`config.mk`:
```
export PLATFORM = sky130hd
export DESIGN_NAME = lio_setup
export DESIGN_NICKNAME = d
export VERILOG_FILES = /design/src/lio_pkg.sv /design/src/lio_pin_sel.sv /design/src/lio_setup.sv
export VERILOG_INCLUDE_DIRS = /design/src
export SDC_FILE = /design/constraint.sdc
export NUM_CORES = 1
export LEC_CHECK = 0
export BUFFER_PORTS_ARGS = -buffer_cell sky130_fd_sc_hd__clkbuf_2
export CAP_MARGIN = 20
export CORE_ASPECT_RATIO = 0.6
export CORE_UTILIZATION = 25
export DETAILED_ROUTE_END_ITERATION = 7
export GPL_ROUTABILITY_DRIVEN = 0
export PLACE_DENSITY = 0.53
export SLEW_MARGIN = 20
export SYNTH_ARGS = -nofsm -noshare
export SYNTH_HDL_FRONTEND = slang
export SYNTH_SLANG_ARGS = --single-unit
```
`constraint.sdc`:
```
create_clock -name clk_in -period 2.1 [get_ports clk_in]
set_input_delay 0.105 -clock clk_in [delete_from_list [all_inputs] [get_ports clk_in]]
set_output_delay 0.105 -clock clk_in [all_outputs]
set_load 0.005 [all_outputs]
```
`src/lio_defines.svh`:
```
// Function
// - Writes accepted only in initialization mode
// - Lower frame byte holds the eight setting bits
// - Bit 7 set: over-voltage turns I/O-1 off
// - Bit 7 clear: I/O-1 ignores over-voltage
// - Second LIN select 00 off, 01 switch
// - Code 10 general I/O; 11 invalid
// - Bit 2 enables both I/O-1 drivers
// - Bit 1 enables both I/O-0 drivers
// - Cyclic sense: hold state, off between
`ifndef LIO_DEFINES_SVH
`define LIO_DEFINES_SVH

`define LIO_FRAME_BITS 5'h10
`define LIO_CNT_OVER 5'h11
`define LIO_REG_ADDR 5'h07
`define LIO_CMD_WRITE 2'h1
`define LIO_REG_RESET 8'h00
`define LIO_STATUS_BYTE 8'h00

`define LIO_CMD_HI 15
`define LIO_CMD_LO 14
`define LIO_ADDR_HI 13
`define LIO_ADDR_LO 9
`define LIO_B_OVOFF 7
`define LIO_F_LIN2_HI 6
`define LIO_F_LIN2_LO 5
`define LIO_F_LIN1_HI 4
`define LIO_F_LIN1_LO 3
`define LIO_B_IO1_EN 2
`define LIO_B_IO0_EN 1
`define LIO_B_CYC_INV 0

`define LIO_SEL_OFF 2'h0
`define LIO_SEL_SWITCH 2'h1
`define LIO_SEL_IO 2'h2
`define LIO_SEL_NA 2'h3

`define LIO_ST_IDLE 3'h1
`define LIO_ST_SHIFT 3'h2
`define LIO_ST_DONE 3'h4

`endif

```
`src/lio_pkg.sv`:
```
`include "lio_defines.svh"

package lio_pkg;

    typedef enum logic [1:0] {
        LIO_PIN_OFF = `LIO_SEL_OFF,
        LIO_PIN_SWITCH = `LIO_SEL_SWITCH,
        LIO_PIN_IO = `LIO_SEL_IO,
        LIO_PIN_NA = `LIO_SEL_NA
    } lio_pin_mode_type;

    typedef enum logic [2:0] {
        LIO_IDLE = `LIO_ST_IDLE,
        LIO_SHIFT = `LIO_ST_SHIFT,
        LIO_DONE = `LIO_ST_DONE
    } lio_spi_state_type;

endpackage

```
`src/lio_pin_sel.sv`:
```
`timescale 1ns/100ps
`include "lio_defines.svh"

module lio_pin_sel
    import lio_pkg::*;
(
    // Select field
    input wire logic [1:0] sel_in,
    // Decoded pin function
    output logic lin_switch_out,
    output logic io_mode_out,
    output logic invalid_out
);

    lio_pin_mode_type mode;

    always_comb begin
        mode = lio_pin_mode_type'(sel_in);
        lin_switch_out = 1'b0;
        io_mode_out = 1'b0;
        invalid_out = 1'b0;
        case (mode)
            LIO_PIN_OFF: begin
                lin_switch_out = 1'b0;
            end
            LIO_PIN_SWITCH: begin
                lin_switch_out = 1'b1;
            end
            LIO_PIN_IO: begin
                io_mode_out = 1'b1;
            end
            default: begin
                // Invalid code drives nothing rather than guessing a function
                invalid_out = 1'b1;
            end
        endcase
    end

endmodule

```
`src/lio_setup.sv`:
```
`timescale 1ns/100ps
`include "lio_defines.svh"

module lio_setup
    import lio_pkg::*;
(
    // Clock and reset
    input wire logic clk_in,
    input wire logic rst_n_in,
    // Serial port from the master
    input wire logic spi_sclk_in,
    input wire logic spi_cs_n_in,
    input wire logic spi_mosi_in,
    output logic spi_miso_out,
    output logic spi_miso_oe_out,
    // Device mode and supervision
    input wire logic init_mode_in,
    input wire logic lp_mode_in,
    input wire logic cyc_sense_en_in,
    input wire logic cyc_sense_active_in,
    input wire logic ov_main_in,
    input wire logic ov_aux_in,
    // Driver requests from pin logic
    input wire logic io0_hs_req_in,
    input wire logic io0_ls_req_in,
    input wire logic io1_hs_req_in,
    input wire logic io1_ls_req_in,
    // Driver enables
    output logic io0_hs_en_out,
    output logic io0_ls_en_out,
    output logic io1_hs_en_out,
    output logic io1_ls_en_out,
    // LIN pin functions
    output logic lin1_switch_out,
    output logic lin1_io_out,
    output logic lin1_invalid_out,
    output logic lin2_switch_out,
    output logic lin2_io_out,
    output logic lin2_invalid_out,
    // Register view and status
    output logic [7:0] setup_reg_out,
    output logic write_refused_out
);

    lio_spi_state_type state, next_state;
    logic [15:0] rx, next_rx;
    logic [15:0] tx, next_tx;
    logic [4:0] bit_cnt, next_bit_cnt;
    logic sclk_q, next_sclk_q;
    logic miso, next_miso;
    logic [7:0] setup, next_setup;
    logic refused, next_refused;
    logic lp_q, next_lp_q;
    logic held_hs, next_held_hs;
    logic held_ls, next_held_ls;
    logic sclk_rise, sclk_fall, frame_ok;

    assign sclk_rise = spi_sclk_in & ~sclk_q;
    assign sclk_fall = ~spi_sclk_in & sclk_q;
    // Exactly 16 clocks, write command, this register's address
    assign frame_ok = (bit_cnt == `LIO_FRAME_BITS)
        && (rx[`LIO_CMD_HI:`LIO_CMD_LO] == `LIO_CMD_WRITE)
        && (rx[`LIO_ADDR_HI:`LIO_ADDR_LO] == `LIO_REG_ADDR);

    // Serial frame handling and register update
    always_comb begin
        next_state = state;
        next_rx = rx;
        next_tx = tx;
        next_bit_cnt = bit_cnt;
        next_sclk_q = spi_sclk_in;
        next_miso = miso;
        next_setup = setup;
        next_refused = 1'b0;
        case (state)
            LIO_IDLE: begin
                if (!spi_cs_n_in) begin
                    next_state = LIO_SHIFT;
                    next_bit_cnt = 5'h00;
                    next_tx = {`LIO_STATUS_BYTE, setup};
                    // First bit out is the top of the status byte
                    next_miso = next_tx[15];
                end
            end
            LIO_SHIFT: begin
                if (spi_cs_n_in) begin
                    next_state = LIO_DONE;
                end else begin
                    if (sclk_rise) begin
                        next_rx = {rx[14:0], spi_mosi_in};
                        // Saturate so long frames stay rejected
                        if (bit_cnt != `LIO_CNT_OVER) begin
                            next_bit_cnt = bit_cnt + 5'h01;
                        end
                    end
                    if (sclk_fall) begin
                        next_tx = {tx[14:0], 1'b0};
                        next_miso = tx[14];
                    end
                end
            end
            LIO_DONE: begin
                next_state = LIO_IDLE;
                if (frame_ok) begin
                    if (init_mode_in) begin
                        next_setup = rx[7:0];
                    end else begin
                        next_refused = 1'b1;
                    end
                end
            end
            default: begin
                next_state = LIO_IDLE;
            end
        endcase
    end

    always_ff @(posedge clk_in or negedge rst_n_in) begin
        if (!rst_n_in) begin
            state <= LIO_IDLE;
            rx <= 16'h0000;
            tx <= 16'h0000;
            bit_cnt <= 5'h00;
            sclk_q <= 1'b0;
            miso <= 1'b0;
            setup <= `LIO_REG_RESET;
            refused <= 1'b0;
        end else begin
            state <= next_state;
            rx <= next_rx;
            tx <= next_tx;
            bit_cnt <= next_bit_cnt;
            sclk_q <= next_sclk_q;
            miso <= next_miso;
            setup <= next_setup;
            refused <= next_refused;
        end
    end

    // Snapshot of I/O-0 drive taken on low-power entry
    always_comb begin
        next_lp_q = lp_mode_in;
        next_held_hs = held_hs;
        next_held_ls = held_ls;
        if (lp_mode_in && !lp_q) begin
            next_held_hs = io0_hs_req_in;
            next_held_ls = io0_ls_req_in;
        end
    end

    always_ff @(posedge clk_in or negedge rst_n_in) begin
        if (!rst_n_in) begin
            lp_q <= 1'b0;
            held_hs <= 1'b0;
            held_ls <= 1'b0;
        end else begin
            lp_q <= next_lp_q;
            held_hs <= next_held_hs;
            held_ls <= next_held_ls;
        end
    end

    logic io1_kill, cyc_on, io0_hs_raw, io0_ls_raw;

    // Over-voltage shutoff only when the setting asks for it
    assign io1_kill = setup[`LIO_B_OVOFF] & (ov_main_in | ov_aux_in);
    assign io1_hs_en_out = setup[`LIO_B_IO1_EN] & io1_hs_req_in & ~io1_kill;
    assign io1_ls_en_out = setup[`LIO_B_IO1_EN] & io1_ls_req_in & ~io1_kill;

    // Inverted policy swaps high and low side of the held state
    assign cyc_on = lp_q & cyc_sense_en_in;
    always_comb begin
        io0_hs_raw = io0_hs_req_in;
        io0_ls_raw = io0_ls_req_in;
        if (cyc_on) begin
            if (!cyc_sense_active_in) begin
                io0_hs_raw = 1'b0;
                io0_ls_raw = 1'b0;
            end else if (setup[`LIO_B_CYC_INV]) begin
                io0_hs_raw = held_ls;
                io0_ls_raw = held_hs;
            end else begin
                io0_hs_raw = held_hs;
                io0_ls_raw = held_ls;
            end
        end
    end
    assign io0_hs_en_out = setup[`LIO_B_IO0_EN] & io0_hs_raw;
    assign io0_ls_en_out = setup[`LIO_B_IO0_EN] & io0_ls_raw;

    lio_pin_sel u_lin1 (
        .sel_in(setup[`LIO_F_LIN1_HI:`LIO_F_LIN1_LO]),
        .lin_switch_out(lin1_switch_out),
        .io_mode_out(lin1_io_out),
        .invalid_out(lin1_invalid_out)
    );

    lio_pin_sel u_lin2 (
        .sel_in(setup[`LIO_F_LIN2_HI:`LIO_F_LIN2_LO]),
        .lin_switch_out(lin2_switch_out),
        .io_mode_out(lin2_io_out),
        .invalid_out(lin2_invalid_out)
    );

    assign spi_miso_out = miso;
    assign spi_miso_oe_out = (state == LIO_SHIFT);
    assign setup_reg_out = setup;
    assign write_refused_out = refused;

    logic wrote;
    always_ff @(posedge clk_in or negedge rst_n_in) begin
        if (!rst_n_in) begin
            wrote <= 1'b0;
        end else if (state == LIO_DONE && frame_ok && init_mode_in) begin
            wrote <= 1'b1;
        end
    end
endmodule

```
Yosys cells after proc, flatten, opt, wreduce, memory -nomap -nowiden
Cells that the tools add are included.

Flip-flop bits (word level): 53. Input bits: 15. Word-level logic and storage cells: 89.

Add/sub/neg operators: 1. Equal/unequal tests: 17. Multiplexer cells: 31. Bitwise operators: 15. Reductions and logical operators: 14.

Operator list (number): 15-bit two-way mux (3); 15-bit one-hot mux with 2 select lines (1); 5-bit two-way mux (4); 1-bit two-way mux (18); 1-bit AND (10); 5-bit one-hot mux with 2 select lines (1); 2-bit by 1-bit equality test with 1-bit output, second input constant (3); 3-bit two-way mux (2); 2-bit by 1-bit inequality test with 1-bit output, second input constant (3); 2-bit inequality test, second input constant (3); 3-bit one-hot mux with 2 select lines (1); 3-bit AND reduction (2); 3-bit OR reduction (2); 5-bit by 1-bit adder with 5-bit output, second input constant (1); 5-bit by 3-bit equality test with 1-bit output, second input constant (1); 5-bit equality test, second input constant (1); 5-bit inequality test, second input constant (1); 5-bit AND reduction (1); 2-bit equality test, second input constant (2); 2-bit zero test (2); 1-bit NOT (4); 4-bit AND reduction (1); 3-bit by 1-bit equality test with 1-bit output, second input constant (1); 3-bit by 2-bit equality test with 1-bit output, second input constant (1); 7 further kinds (9).

Logic depth before layout (Yosys ltp)
Word-level depth: 5. Depth in mapped cells: 7. Mapped depth without buffers: 6.

Hierarchy
From an unflattened synthesis, not the netlist that was laid out.

Cells, all modules: 193. Area, all modules: 2481.1 µm².

By module, submodules not included: lio_setup (instances 1, cells an instance 187, area an instance 2436.1 µm²); lio_pin_sel (instances 2, cells an instance 3, area an instance 22.5 µm²).

Worst setup path after synthesis
No wires, ideal clock.

Kind: reg-to-reg. Start point: register bit_cnt[0]. End point: register setup[0], in the netlist setup_reg_out[0]. Arrival time: 1.578 ns. Path slack: 0.397 ns. Cell stages (with the launch flop): 7. Path buffers: 0. Period minus slack after synthesis: 1.703 ns. Cell sequence: dfrtp_1 inv_1 ha_1 nand2_1 nor4_2 nand4_4 mux2_4.

Longest elaborated chain between the ends: 4.

RTL lines: start, declared (line lio_setup.sv:48) `logic [4:0] bit_cnt, next_bit_cnt;`; start signal, assigned (line lio_setup.sv:132) `bit_cnt <= next_bit_cnt;`; 5-bit equality test (no source line); 1-bit logical AND (2 in a row) (line lio_setup.sv:61) `` assign frame_ok = (bit_cnt == `LIO_FRAME_BITS) ``; 3-bit AND reduction (no source line); end signal, assigned (line lio_setup.sv:126) `` setup <= `LIO_REG_RESET; ``; end signal, assigned (line lio_setup.sv:135) `setup <= next_setup;`; end, declared (line lio_setup.sv:51) `logic [7:0] setup, next_setup;`.

Every way passes these cells. A chain may end at the register's enable or synchronous reset.

Worst setup path after layout
Start point: register bit_cnt[0]. End point: register setup[6], in the netlist setup_reg_out[6].

The elaborated chain is that of the path after synthesis.

==> flow_summary.ini <==
[synthesis]
synth_area_leaders = dfrtp_1, nand2_1, mux2_1
synth-async-reset-ratio = 1.000
ys_ff_latch = 53
syn-instance-count = 225
syn_area_um2 = 2484
synth_top_cell_by_area = dfrtp_1
synthFlopType = dfrtp_1
seq_area_frac_synth = 0.5345
syn-num-nets = 243
synth_warnings = 0
synth_edf_count = 0
yosysTopAreaCellShare = 0.5239
ys_types = 36
avgSynthCellArea_um2 = 11.04

[worst_setup_path]
critPathTopFamily = simple AND/OR/NAND/NOR gates
critPathBufInv = 1
arrival_ns = 1.99
critPathLaunchType = flop
cp_max_fo = 8
reg2reg_from = bit_cnt[0]
r2r_end = setup_reg_out[6]
crit_path_end_kind = flop
max_stage_delay_ns = 0.42
reg2reg_slack_ns = 0.29
crit_type = reg -> reg
r2r_cells = 6
crit_path_start = bit_cnt[0]
worstPathRequired_ns = 2.28
path_cells = inv_1 > ha_1 > nand2_1 > nor4_2 > nand4_4 > mux2_4
cp.depth = 6
slowest_stage = dfrtp_1

[drt]
drt-total-wl_um = 5082
vias_per_cell = 4.309
ant_nets = 0
drtIter0Drc = 85
first_pass_iters = 4
drc_errors = 0
vias = 1715
wl_per_cell_um = 12.77

[cells_and_area]
fin_util = 0.3227
finalInstanceArea_um2 = 3030
layout_commonest_cell = nand2_1
layout_common_cells = nand2_1, dfrtp_1, clkbuf_2
layoutNonFillerInstCount = 398
post_route_cells_drive_above_1_share = 0.2612
area_delta_synth_final_pct = 22.02
antennaDiodeCount = 0
nFillCells = 992
fin_nets = 285

[grt]
grt_usage = 0.1121
grt_pass1_vias = 1683
grt_first_pass_wirelength_um = 8721
grt-ovfl-total = 0
grt_max_degree = 35
antenna_found_initial = 0

[clocking]
cts_tree = yes
cts-resized-gates = 0
post-cts-setup-buffers = 0
clock_latency_ns = 0.30
htree_num_levels = 2
cts_max_path_buffers = 2
clock-sinks = 53
cts_buffers = 5
clkTransAtPathRegs_ns = 0.07
cts_root_buffer = clkbuf_16

[min_path]
hp-class = in -> reg
hold_depth = 3
min_to = rx[0]
worstHoldStart = spi_mosi_in

[floorplanning]
core_um2 = 9392
dieWidth_um = 130.7
initial_core_util = 0.2645
rows = 27
io_pins = 36
die-area_um2 = 10350
die_y_um = 79.21

[timing]
setup_viol = 0
slew_headroom = 0.6163
tightest_slew_ns = 0.5743
rsz0062_at_grt = false
skew_ns = 0.008946
max_freq_ghz = 0.5534
hold_violations = 0
fin_crit_sh = 0.8604
post-route-min-period_ns = 1.807
final_max_slew_viol_count = 0
tns_ns = 0

[place]
placed_area_um2 = 2824
place_hpwl_um = 3671
io_buffers = 35
placedCellCount = 387

[pwr]
ir_drop_mv = 0.3631
p_leak_nw = 1.516
power_w = 0.002514
p_per_area_nw_per_um2 = 829.6

[run]
max_cap_viol_count = 0

[status]
status = complete, no violations
synth_stat cells (2+ instances only):
library cell and count:
and3_1 2, o21ai_1 3, buf_6 3, mux2i_1 3, dfrtp_1 52, nand3_1 4, buf_2 4, nand2_1 64
mux2_2 2, o21ai_0 10, clkbuf_1 2, a41oi_1 2, ha_1 3, inv_1 4, a31oi_1 4, nor2b_1 5
mux2_4 8, mux2_1 14, nor2_1 6, and2_1 5, o31ai_1 8, nor3b_2 3
what timing repair did:
item,CTS,global route
endpoints found under the hold margin,21,0
hold buffers,3,0
setup endpoints to repair,0,0
flip-flops by register name, indices dropped and copies added, names as in the netlist:
name,count
held_ls,1
bit_cnt,5
tx,15
write_refused_out,1
state,3
spi_miso_out,1
rx,16
lp_q,1
held_hs,1
sclk_q,1
setup_reg_out,8
tightest hold or removal path: stages:
cell,delay (ns)
clkbuf_2,0.09
nand2_1,0.04
nand2_1,0.04
per-layer routing:
| metal | global-route usage | vias up | wire length [um] |
|---|---|---|---|
| met5 | 0 | - | 0 |
| met4 | 0.03793 | 0 | 66 |
| met3 | 0.03571 | 7 | 253 |
| met2 | 0.1381 | 39 | 1786 |
| met1 | 0.1748 | 815 | 2975 |
| li1 | - | 854 | - |
cell type report:
class	instances	area, um2	area share
Clock buffer	6	138.9	0.04583
Timing Repair Buffer	44	262.8	0.08671
Tap cell	130	162.7	0.05367
Sequential cell	53	1328	0.4381
Inverter	4	15.01	0.004955
Multi-Input combinational cell	159	1086	0.3584
Clock inverter	2	37.54	0.01239
worst max-delay path by stage:
stage / to / slack (ns)
after floorplan: setup_reg_out[0] / 0.40
after global placement: setup_reg_out[4] / 0.31
after detailed placement: setup_reg_out[6] / 0.29
after CTS: setup_reg_out[6] / 0.29
after global routing: setup_reg_out[6] / 0.16
final: setup_reg_out[6] / 0.29
per-stage QoR:
step | setup slack, ns | hold WS (ns)
after floorplan | 0.3969 | -0.1906
after global placement | 0.3116 | 0.1220
after detailed placement | 0.2943 | 0.1274
after CTS | 0.2869 | 0.01595
after global routing | 0.1594 | 0.02033
final | 0.2931 | 0.02004
where the power goes:
part / internal [W] / leakage [nW] / total, W / switching [W]
Sequential: 0.00107 / 0.726 / 0.00113 / 0.0000595
Combinational: 0.000152 / 0.707 / 0.000419 / 0.000267
Clock: 0.000595 / 0.0831 / 0.000966 / 0.000371
Total: 0.00182 / 1.52 / 0.00251 / 0.000698
cells by family after synthesis:
group,after synthesis,share of synthesized area
simple gates,98,0.1990
flops,53,0.5345
compound gates,31,0.08765
mux,27,0.1330
buf+inv,13,0.03073
fa+ha+maj,3,0.01511
Note: power is estimated with default switching activity, not from simulation.
